[config.mk]
export PLATFORM = sky130hd
export DESIGN_NAME = ocd_decode
export DESIGN_NICKNAME = d
export VERILOG_FILES = /design/src/common/ocd_pkg.sv /design/src/core/ocd_decode.sv
export SDC_FILE = /design/constraint.sdc
export NUM_CORES = 1
export LEC_CHECK = 0
export ABC_AREA = 1
export BUFFER_PORTS_ARGS = -buffer_cell sky130_fd_sc_hd__buf_2
export CAP_MARGIN = 10
export CORE_ASPECT_RATIO = 1.25
export CORE_MARGIN = 4
export CORE_UTILIZATION = 40
export DETAILED_ROUTE_END_ITERATION = 16
export PLACE_DENSITY_LB_ADDON = 0.25
export SYNTH_ARGS = -nofsm -noshare
export SYNTH_HDL_FRONTEND = slang
export SYNTH_SLANG_ARGS = --single-unit
export TNS_END_PERCENT = 100
[constraint.sdc]
create_clock -name clock_i -period 3.2 [get_ports clock_i]
set_input_delay 0.64 -clock clock_i [delete_from_list [all_inputs] [get_ports clock_i]]
set_output_delay 0.64 -clock clock_i [all_outputs]
set_load 0.005 [all_outputs]
[src/common/ocd_pkg.sv]
/*
 shared constants and types for the oscillator configuration decoder:
 field positions of the configuration word, codes, register map.
 assumes a single 10 MHz clock domain and a plain strobe register port.
*/
package ocd_pkg;
   // -----------------------------------------------------------------
   // configuration word field positions
   // -----------------------------------------------------------------
   localparam int CSM_LSB = 14;
   localparam int PBD_LSB = 12;
   localparam int RSV11_BIT = 11;
   localparam int CKO_BIT = 10;
   localparam int POM_LSB = 8;
   localparam int TSS_BIT = 7;
   localparam int RSV6_BIT = 6;
   localparam int SOE_BIT = 5;
   localparam int RSV4_BIT = 4;
   localparam int RSV3_BIT = 3;
   localparam int OSS_LSB = 0;
   localparam logic [31:0] CFG_RESERVED_MASK = 32'h0000_0858;

   // -----------------------------------------------------------------
   // register map (byte addresses)
   // -----------------------------------------------------------------
   localparam logic [7:0] ADDR_CFG_WORD = 8'h00;
   localparam logic [7:0] ADDR_DECODED = 8'h04;
   localparam logic [7:0] ADDR_STATUS = 8'h08;
   localparam logic [31:0] RDATA_UNMAPPED = 32'h0000_0000;

   // -----------------------------------------------------------------
   // codes
   // -----------------------------------------------------------------
   typedef enum logic [1:0] {
      OCD_POSC_EXT = 2'h0,
      OCD_POSC_XT = 2'h1,
      OCD_POSC_HS = 2'h2,
      OCD_POSC_OFF = 2'h3
   } ocd_posc_e;

   typedef enum logic [2:0] {
      OCD_SRC_FRC = 3'h0,
      OCD_SRC_FAST_RC_DIVIDED_PLL = 3'h1,
      OCD_SRC_POSC = 3'h2,
      OCD_SRC_POSC_PLL = 3'h3,
      OCD_SRC_SOSC = 3'h4,
      OCD_SRC_LOW_POWER_RC_OSC = 3'h5,
      OCD_SRC_FRC_DIV16 = 3'h6,
      OCD_SRC_FRC_DIVN = 3'h7
   } ocd_src_e;

   // one-hot source select toward the clock mux
   localparam logic [7:0] SRC_ONEHOT_RESET = 8'h01;

   typedef struct packed {
      logic clock_switch_en;
      logic fail_safe_en;
      logic [3:0] pb_div_ratio;
      logic clock_output_en;
      logic posc_off;
      logic posc_hs;
      logic posc_xt;
      logic posc_ext;
      logic two_speed_startup_en;
      logic secondary_osc_en;
      logic [7:0] src_onehot;
      logic src_uses_pll;
   } ocd_ctrl_s;

   localparam logic [3:0] PB_DIV_RESET = 4'h1;
endpackage

[src/core/ocd_decode.sv]
/*
 oscillator configuration decoder: captures the programmed configuration
 word after reset and drives steady oscillator and divider controls.
 assumes cfg_word_i is a static level from the configuration store,
 and a register master with one-cycle read and write strobes.
*/
// What this block does
// - switch/monitor field gates switching and fail-safe
// - bus divisor codes give 1,2,4,8
// - clock output only when primary off/external
// - primary mode: off, fast, standard, external
// - switchover bit enables two-speed start-up
// - secondary oscillator follows its enable bit
// - upper source codes pick rc/secondary sources
// - lower source codes pick primary/fast rc
`timescale 1ns/1ps
module ocd_decode
   import ocd_pkg::*;
(
   // clock and reset
   input wire logic clock_i,
   input wire logic nrst_i,
   // configuration store
   input wire logic [31:0] cfg_word_i,
   // register port
   input wire logic [7:0] addr_i,
   input wire logic [31:0] wdata_i,
   input wire logic wr_i,
   input wire logic rd_i,
   output logic [31:0] rdata_o,
   // decoded controls
   output ocd_pkg::ocd_ctrl_s ctrl_o,
   output logic cfg_valid_o
);
   import ocd_pkg::*;

   // -----------------------------------------------------------------
   // capture
   // -----------------------------------------------------------------
   // the word is a pin-level input, so it is synchronised before use
   logic [31:0] cfg_s1_q;
   logic [31:0] cfg_s2_q;
   logic [31:0] cfg_q;
   logic [1:0] settle_q;
   logic [1:0] settle_d;
   logic cfg_valid_q;
   logic take;

   assign take = (settle_q == 2'h2) && !cfg_valid_q;
   assign settle_d = (settle_q == 2'h2) ? settle_q : settle_q + 2'h1;

   always_ff @(posedge clock_i or negedge nrst_i) begin
      if (!nrst_i) begin
         cfg_s1_q <= 32'h0000_0000;
         cfg_s2_q <= 32'h0000_0000;
      end else begin
         cfg_s1_q <= cfg_word_i;
         cfg_s2_q <= cfg_s1_q;
      end
   end

   // word is caught once after release and frozen until next reset
   always_ff @(posedge clock_i or negedge nrst_i) begin
      if (!nrst_i) begin
         settle_q <= 2'h0;
         cfg_valid_q <= 1'b0;
         cfg_q <= 32'h0000_0000;
      end else begin
         settle_q <= settle_d;
         if (take) begin
            cfg_valid_q <= 1'b1;
            cfg_q <= cfg_s2_q;
         end
      end
   end

   // -----------------------------------------------------------------
   // field decode
   // -----------------------------------------------------------------
   // primary mode code to its flags, ordered {off, hs, xt, ext}
   function automatic logic [3:0] posc_flags(input logic [1:0] code);
      logic [3:0] flags;
      flags = 4'h0;
      unique case (code)
         OCD_POSC_OFF: flags = 4'h8;
         OCD_POSC_HS: flags = 4'h4;
         OCD_POSC_XT: flags = 4'h2;
         OCD_POSC_EXT: flags = 4'h1;
      endcase
      return flags;
   endfunction

   // source code to its lane toward the clock mux
   function automatic logic [7:0] src_lane(input logic [2:0] code);
      logic [7:0] lane;
      lane = 8'h00;
      for (int n = 0; n < 8; n++) begin
         lane[n] = (code == n[2:0]);
      end
      return lane;
   endfunction

   // raw fields of the captured word
   wire logic [1:0] f_csm = cfg_q[CSM_LSB +: 2];
   wire logic [1:0] f_pbd = cfg_q[PBD_LSB +: 2];
   wire logic f_cko_dis = cfg_q[CKO_BIT];
   wire logic [1:0] f_pom = cfg_q[POM_LSB +: 2];
   wire logic f_tss = cfg_q[TSS_BIT];
   wire logic f_soe = cfg_q[SOE_BIT];
   wire logic [2:0] f_oss = cfg_q[OSS_LSB +: 3];

   // decoded pieces
   wire logic [3:0] pom_flags = posc_flags(f_pom);
   wire logic [7:0] oss_lane = src_lane(f_oss);
   wire logic rsv_ok = ((cfg_q & CFG_RESERVED_MASK) == CFG_RESERVED_MASK);
   wire logic posc_is_src = (f_oss == OCD_SRC_POSC) || (f_oss == OCD_SRC_POSC_PLL);
   // reported only: forcing a source here would hide a bad word from software
   wire logic posc_conflict = posc_is_src && pom_flags[3];

   // switching stays on for 0x, the monitor only for 00
   wire logic sw_en = !f_csm[1];
   wire logic fs_en = (f_csm == 2'h0);
   wire logic [3:0] pb_ratio = 4'h1 << f_pbd;
   // clock out only when no crystal sits on the oscillator pins
   wire logic cko_en = !f_cko_dis && (pom_flags[3] || pom_flags[0]);
   wire logic pll_used = (f_oss == OCD_SRC_POSC_PLL) || (f_oss == OCD_SRC_FAST_RC_DIVIDED_PLL);

   ocd_ctrl_s ctrl_d;
   assign ctrl_d = '{
      clock_switch_en: sw_en,
      fail_safe_en: fs_en,
      pb_div_ratio: pb_ratio,
      clock_output_en: cko_en,
      posc_off: pom_flags[3],
      posc_hs: pom_flags[2],
      posc_xt: pom_flags[1],
      posc_ext: pom_flags[0],
      two_speed_startup_en: f_tss,
      secondary_osc_en: f_soe,
      src_onehot: oss_lane,
      src_uses_pll: pll_used
   };

   // controls from flip-flops, safe values until capture completes
   // safe set: no switching, no monitor, undivided bus, fast rc source
   localparam ocd_ctrl_s CTRL_RESET = '{
      clock_switch_en: 1'b0,
      fail_safe_en: 1'b0,
      pb_div_ratio: PB_DIV_RESET,
      clock_output_en: 1'b0,
      posc_off: 1'b0,
      posc_hs: 1'b0,
      posc_xt: 1'b0,
      posc_ext: 1'b0,
      two_speed_startup_en: 1'b0,
      secondary_osc_en: 1'b0,
      src_onehot: SRC_ONEHOT_RESET,
      src_uses_pll: 1'b0
   };

   ocd_ctrl_s ctrl_q;
   always_ff @(posedge clock_i or negedge nrst_i) begin
      if (!nrst_i) begin
         ctrl_q <= CTRL_RESET;
      end else if (cfg_valid_q) begin
         ctrl_q <= ctrl_d;
      end
   end
   assign ctrl_o = ctrl_q;
   assign cfg_valid_o = cfg_valid_q;

   // -----------------------------------------------------------------
   // register port
   // -----------------------------------------------------------------
   // all registers are read-only; writes are accepted and dropped
   // the control struct is 22 bits wide
   wire logic [31:0] ctrl_word = {10'h000, ctrl_q};
   wire logic [31:0] status_word = {29'h0, posc_conflict, rsv_ok, cfg_valid_q};
   logic [31:0] rsel;
   always_comb begin
      unique case (addr_i)
         ADDR_CFG_WORD: rsel = cfg_q;
         ADDR_DECODED: rsel = ctrl_word;
         ADDR_STATUS: rsel = status_word;
         default: rsel = RDATA_UNMAPPED;
      endcase
   end

   logic [31:0] rdata_q;
   always_ff @(posedge clock_i or negedge nrst_i) begin
      if (!nrst_i) begin
         rdata_q <= 32'h0000_0000;
      end else begin
         rdata_q <= rd_i ? rsel : 32'h0000_0000;
      end
   end
   assign rdata_o = rdata_q;

   wire logic unused_ok = &{1'b0, wr_i, wdata_i};
endmodule

**Yosys cells after proc, flatten, opt, wreduce, memory -nomap -nowiden**

Index checks and enable logic that the tools add are counted.

- Register bits: 153
- Bits of input ports: 76
- Logic and storage cells: 50

- $add $sub $neg: 1
- Equal/unequal tests: 14
- Shift-type cells: 1
- Mux-type cells: 3
- Reduce and logical (&&, ||, !) cells: 13

Operators by type and width:

| operator | number |
|---|---|
| 32-bit case mux with 3 select lines | 1 |
| 32-bit 2-to-1 mux | 1 |
| 4-bit case mux with 4 select lines | 1 |
| 3-bit equality test (second input constant) | 4 |
| 8-bit by 3-bit equality test with 1-bit output (second input constant) | 1 |
| 8-bit by 4-bit equality test with 1-bit output (second input constant) | 1 |
| 8-bit zero test | 1 |
| 2-bit equality test (second input constant) | 3 |
| 3-bit by 2-bit equality test with 1-bit output (second input constant) | 2 |
| 4-bit equality test (second input constant) | 1 |
| 2-bit zero test | 2 |
| 1-bit by 2-bit left shift with 4-bit output (first input constant) | 1 |
| 3-bit by 1-bit equality test with 1-bit output (second input constant) | 1 |
| 1-bit logical AND | 3 |
| 1-bit zero test | 3 |
| 3-bit zero test | 1 |
| 1-bit logical OR | 3 |
| 2-bit by 1-bit adder with 2-bit output (second input constant) | 1 |
| 2-bit by 1-bit equality test with 1-bit output (second input constant) | 1 |

**Depth between registers and ports, before layout**

- Depth after elaboration: 5
- Gate-level depth with buffers: 8
- Mapped depth without buffers: 7

**Worst setup path before layout**

OpenSTA, ideal clock, no wires.

- Path type: input-to-reg
- Start point: in addr_i[7]
- End point: reg rdata_q[11] (netlist: rdata_o[11])
- Library setup time: 0.078 ns
- Arrival: 1.331 ns
- Data required time: 3.122 ns
- Path slack: 1.791 ns
- Cell stages on the path: 6
- Buffers on the path: 1
- Cell sequence: nor2_1 -> nand2_1 -> nor2_4 -> buf_2 -> nand2_1 -> a21oi_1

- Word-level cells in the longest chain between the ends: 3
- Elaborated cells between the ends (all ways): 5
- Those cells by class: eq/ne (2); mux (2); reduce/logical (1)

Ends and longest elaborated chain:

| what | RTL line | RTL |
|---|---|---|
| start: declaration | ocd_decode.sv:26 | `input wire logic [7:0] addr_i,` |
| 8-bit by 4-bit equality test with 1-bit output (tied with other cells) | ocd_decode.sv:181 | `unique case (addr_i)` |
| 32-bit case mux with 3 select lines (*) | ocd_decode.sv:181 |  |
| 32-bit 2-to-1 mux (*) | ocd_decode.sv:194 | `rdata_q <= rd_i ? rsel : 32'h0000_0000;` |
| end signal: assignment | ocd_decode.sv:194 |  |
| end: declaration | ocd_decode.sv:189 | `logic [31:0] rdata_q;` |

Every way passes the cells marked *; elsewhere a longest branch is shown, timed or not.
A chain may end at the register's enable or synchronous reset.

**Worst setup path in the final report**

- Start point: reg cfg_valid_q (netlist: cfg_valid_o)
- End point: out cfg_valid_o

RTL lines:

| what | RTL line | RTL |
|---|---|---|
| start: declaration | ocd_decode.sv:46 | `logic cfg_valid_q;` |
| start signal: assignment | ocd_decode.sv:66 | `cfg_valid_q <= 1'b0;` |
| start signal: assignment | ocd_decode.sv:71 | `cfg_valid_q <= 1'b1;` |
| end: declaration | ocd_decode.sv:33 | `output logic cfg_valid_o` |

No word-level cell between the ends.

==> flow_summary.ini <==
[outcome]
outcome = finished clean

[drt]
wl_met3_um = 597
via_count = 3249
met1_length_mm = 4.30
detail_route.first_pass.iterations = 4
routed_via_density = 4.55
drt_iter0_markers = 182
detail-route-antenna-nets = 0
drc_errors = 0
route.top_layer_used = met4
post_drt_wl_per_cell_um = 14.3
met2_length_mm = 5.18
wl_mm = 10.2

[clock_network]
cts_resized = 0
clkSinkCount = 153
post_cts_buffers = 0
cts_htree_levels = 4
cts_max_path_buffers = 2
cts_tree = built
clkTransAtPathRegs_ps = 70
tritoncts.num_buffers = 17
cts.hold.buffers_added = 0
clock_tree.root_cell = clkbuf_16
worst_skew_pair_later_pin_latency_ps = 410

[global_routing]
grt_pass1_vias = 3371
grt_max_degree = 88
grt-ovfl-total = 0
grt_first_pass_wirelength_mm = 16.8
antenna_found_initial = 0
grtUsageTotal_pct = 15.0

[floorplanning]
dieWidth_um = 110
die-area_um2 = 14800
floorplan.die.height_um = 135
io_pins = 131
fp.coreArea_um2 = 12700
fp-row-count = 46
floorplan.initialDensity_pct = 40.9

[logic_synthesis]
synth_nets = 507
yosys_warnings = 0
mappedNetlistArea_um2 = 5170
post_synth_num_cell_types = 23
postSynthAreaPerCell_um2 = 12.1
synthCells = 426
ys_seq_area_share_pct = 74.1
number_of_synthesized_register_bits = 153

[setup_path]
critical_path_required_ps = 2560
regToRegSetupSlack_ps = 1430
crit-reg2reg-capture = cfg_q[22]
ff2ff_path_depth = 6
timing.critical_path.arrival_ps = 1150
crit_fanout = 13
worstSetupEndpointType = primary output
reg2reg_from = settle_q[0]
criticalPathCategory = flop to primary output
crit_path_start_kind = flop

[cells_and_area]
layout_cells_sized_above_1_pct = 27.5
finalNonFillerCells = 714
num-nets-final = 614
area_growth_pct = 24.8
n_fill_cell = 1140
diodes = 0

[power]
pwrdens_nw_per_um2 = 653
post-layout-total-power_w = 0.00422
max-vdd-ir-drop_uv = 315
power.static_leakage_nw = 3.27

[timing]
worst-slew-pin-transition_ps = 638
setup-tns-final_ps = 0
final-max-slew-violation-count = 0
finalClockSkew_ps = 6.24
finalWorstSetupSlack_ps = 1410
timing.final.crit_share_pct = 55.9
finalSetupViolations = 0
setup_repair_after_global_routing_missed_its_margin = false
timing.final.hold_violations = 0
fmaxAchievable_ghz = 0.559
final.min_clock_period_ps = 1790
maxSlewHeadroom_pct = 57.4

[min_path]
hp_class = input port to async pin

[placement]
port_buffers = 97
pre_cts_slack_ps = 1080
detailed_place_hpwl_mm = 6.75
dp.cells = 682
gp_congestion = 0.841

[flow_run]
maxCapViolCount = 0
state kept, by name (all words and copies together) (netlist names):
register and flops:
rdata_o 32, settle_q 2, cfg_s2_q 32, cfg_q 32, cfg_s1_q 32, cfg_valid_o 1
ctrl_o 22
metrics by stage:
stage | hold WS (ps) | utilization [%] | cell area [µm²]
after floorplan | 331 | - | 5170
after global placement | 332 | 46.2 | 5850
after detailed placement | 335 | 46.2 | 5850
after CTS | 72.7 | 51.0 | 6460
after global routing | 79.5 | 51.0 | 6460
final | 77.4 | 51.0 | 6460
routing by layer:
metal	up-vias	GRT usage, %
met5	-	0
met4	0	5.82
met3	18	4.39
met2	105	24.3
met1	1555	19.1
li1	1571	-
layout by cell type (no fill, tap or decap), drive strengths merged:
cell type / n
bufinv: 2
clkinvlp: 2
o31ai: 2
nor2: 41
ha: 5
nand3: 29
dfrtp: 151
clkbuf: 17
nand2: 85
nand4: 1
o21ai: 13
o2111ai: 1
inv: 41
dfstp: 2
clkinv: 3
xnor2: 1
a21oi: 32
buf: 104
mux2: 14
kinds of logic after synthesis:
family	count (synthesis)	synth area share, %
simple gates	156	12.4
flops	153	74.1
mux	14	3.05
fa+ha+maj	5	1.21
buf+inv	49	4.18
xor+xnor	1	0.169
compound gates	48	4.93
worst max-delay path: stages (launching register included):
cell and delay [ps]:
dfrtp_1 390, buf_4 200, buf_2 150
layout make-up:
type,count,area (µm²),share of cell area [%]
inverter,33,124,1.92
clock buffer,17,425,6.59
clock inverter,15,184,2.85
tap,168,210,3.26
sequential,153,3830,59.3
timing repair buffer,104,557,8.62
multi-input combinational,224,1130,17.4
worst max path at each step:
stage                 from           to  slack, ps  cells past startpoint
2_1_floorplan    addr_i[7]  rdata_o[11]       1790                      6
3_3_place_gp     addr_i[7]  rdata_o[24]       1100                      6
3_5_place_dp     addr_i[5]  rdata_o[23]       1080                      6
4_1_cts        cfg_valid_o  cfg_valid_o       1390                      2
5_1_grt        settle_q[0]    cfg_q[26]       1280                      6
6_report       cfg_valid_o  cfg_valid_o       1410                      2
synthesized netlist by cell type, drive strengths merged:
cell     number  area [µm²]
dfrtp       151        3780
nand2        85         324
nor2         41         166
inv          33         124
a21oi        32         160
nand3        29         145
mux2         14         158
buf          13        81.3
o21ai        13        65.1
ha            5        62.6
clkbuf        3        11.3
dfstp         2        52.6
o31ai         2        15.0
nand4         1        6.26
o2111ai       1        15.0
xnor2         1        8.76
report_power, final:
part           internal (W)  switching [W]  total (W)
clock               0.00119       0.000848    0.00203
sequential          0.00201      0.0000358    0.00205
combinational     0.0000506      0.0000897   0.000140
total               0.00325       0.000973    0.00422
Note: power is estimated with default switching activity, not from simulation.
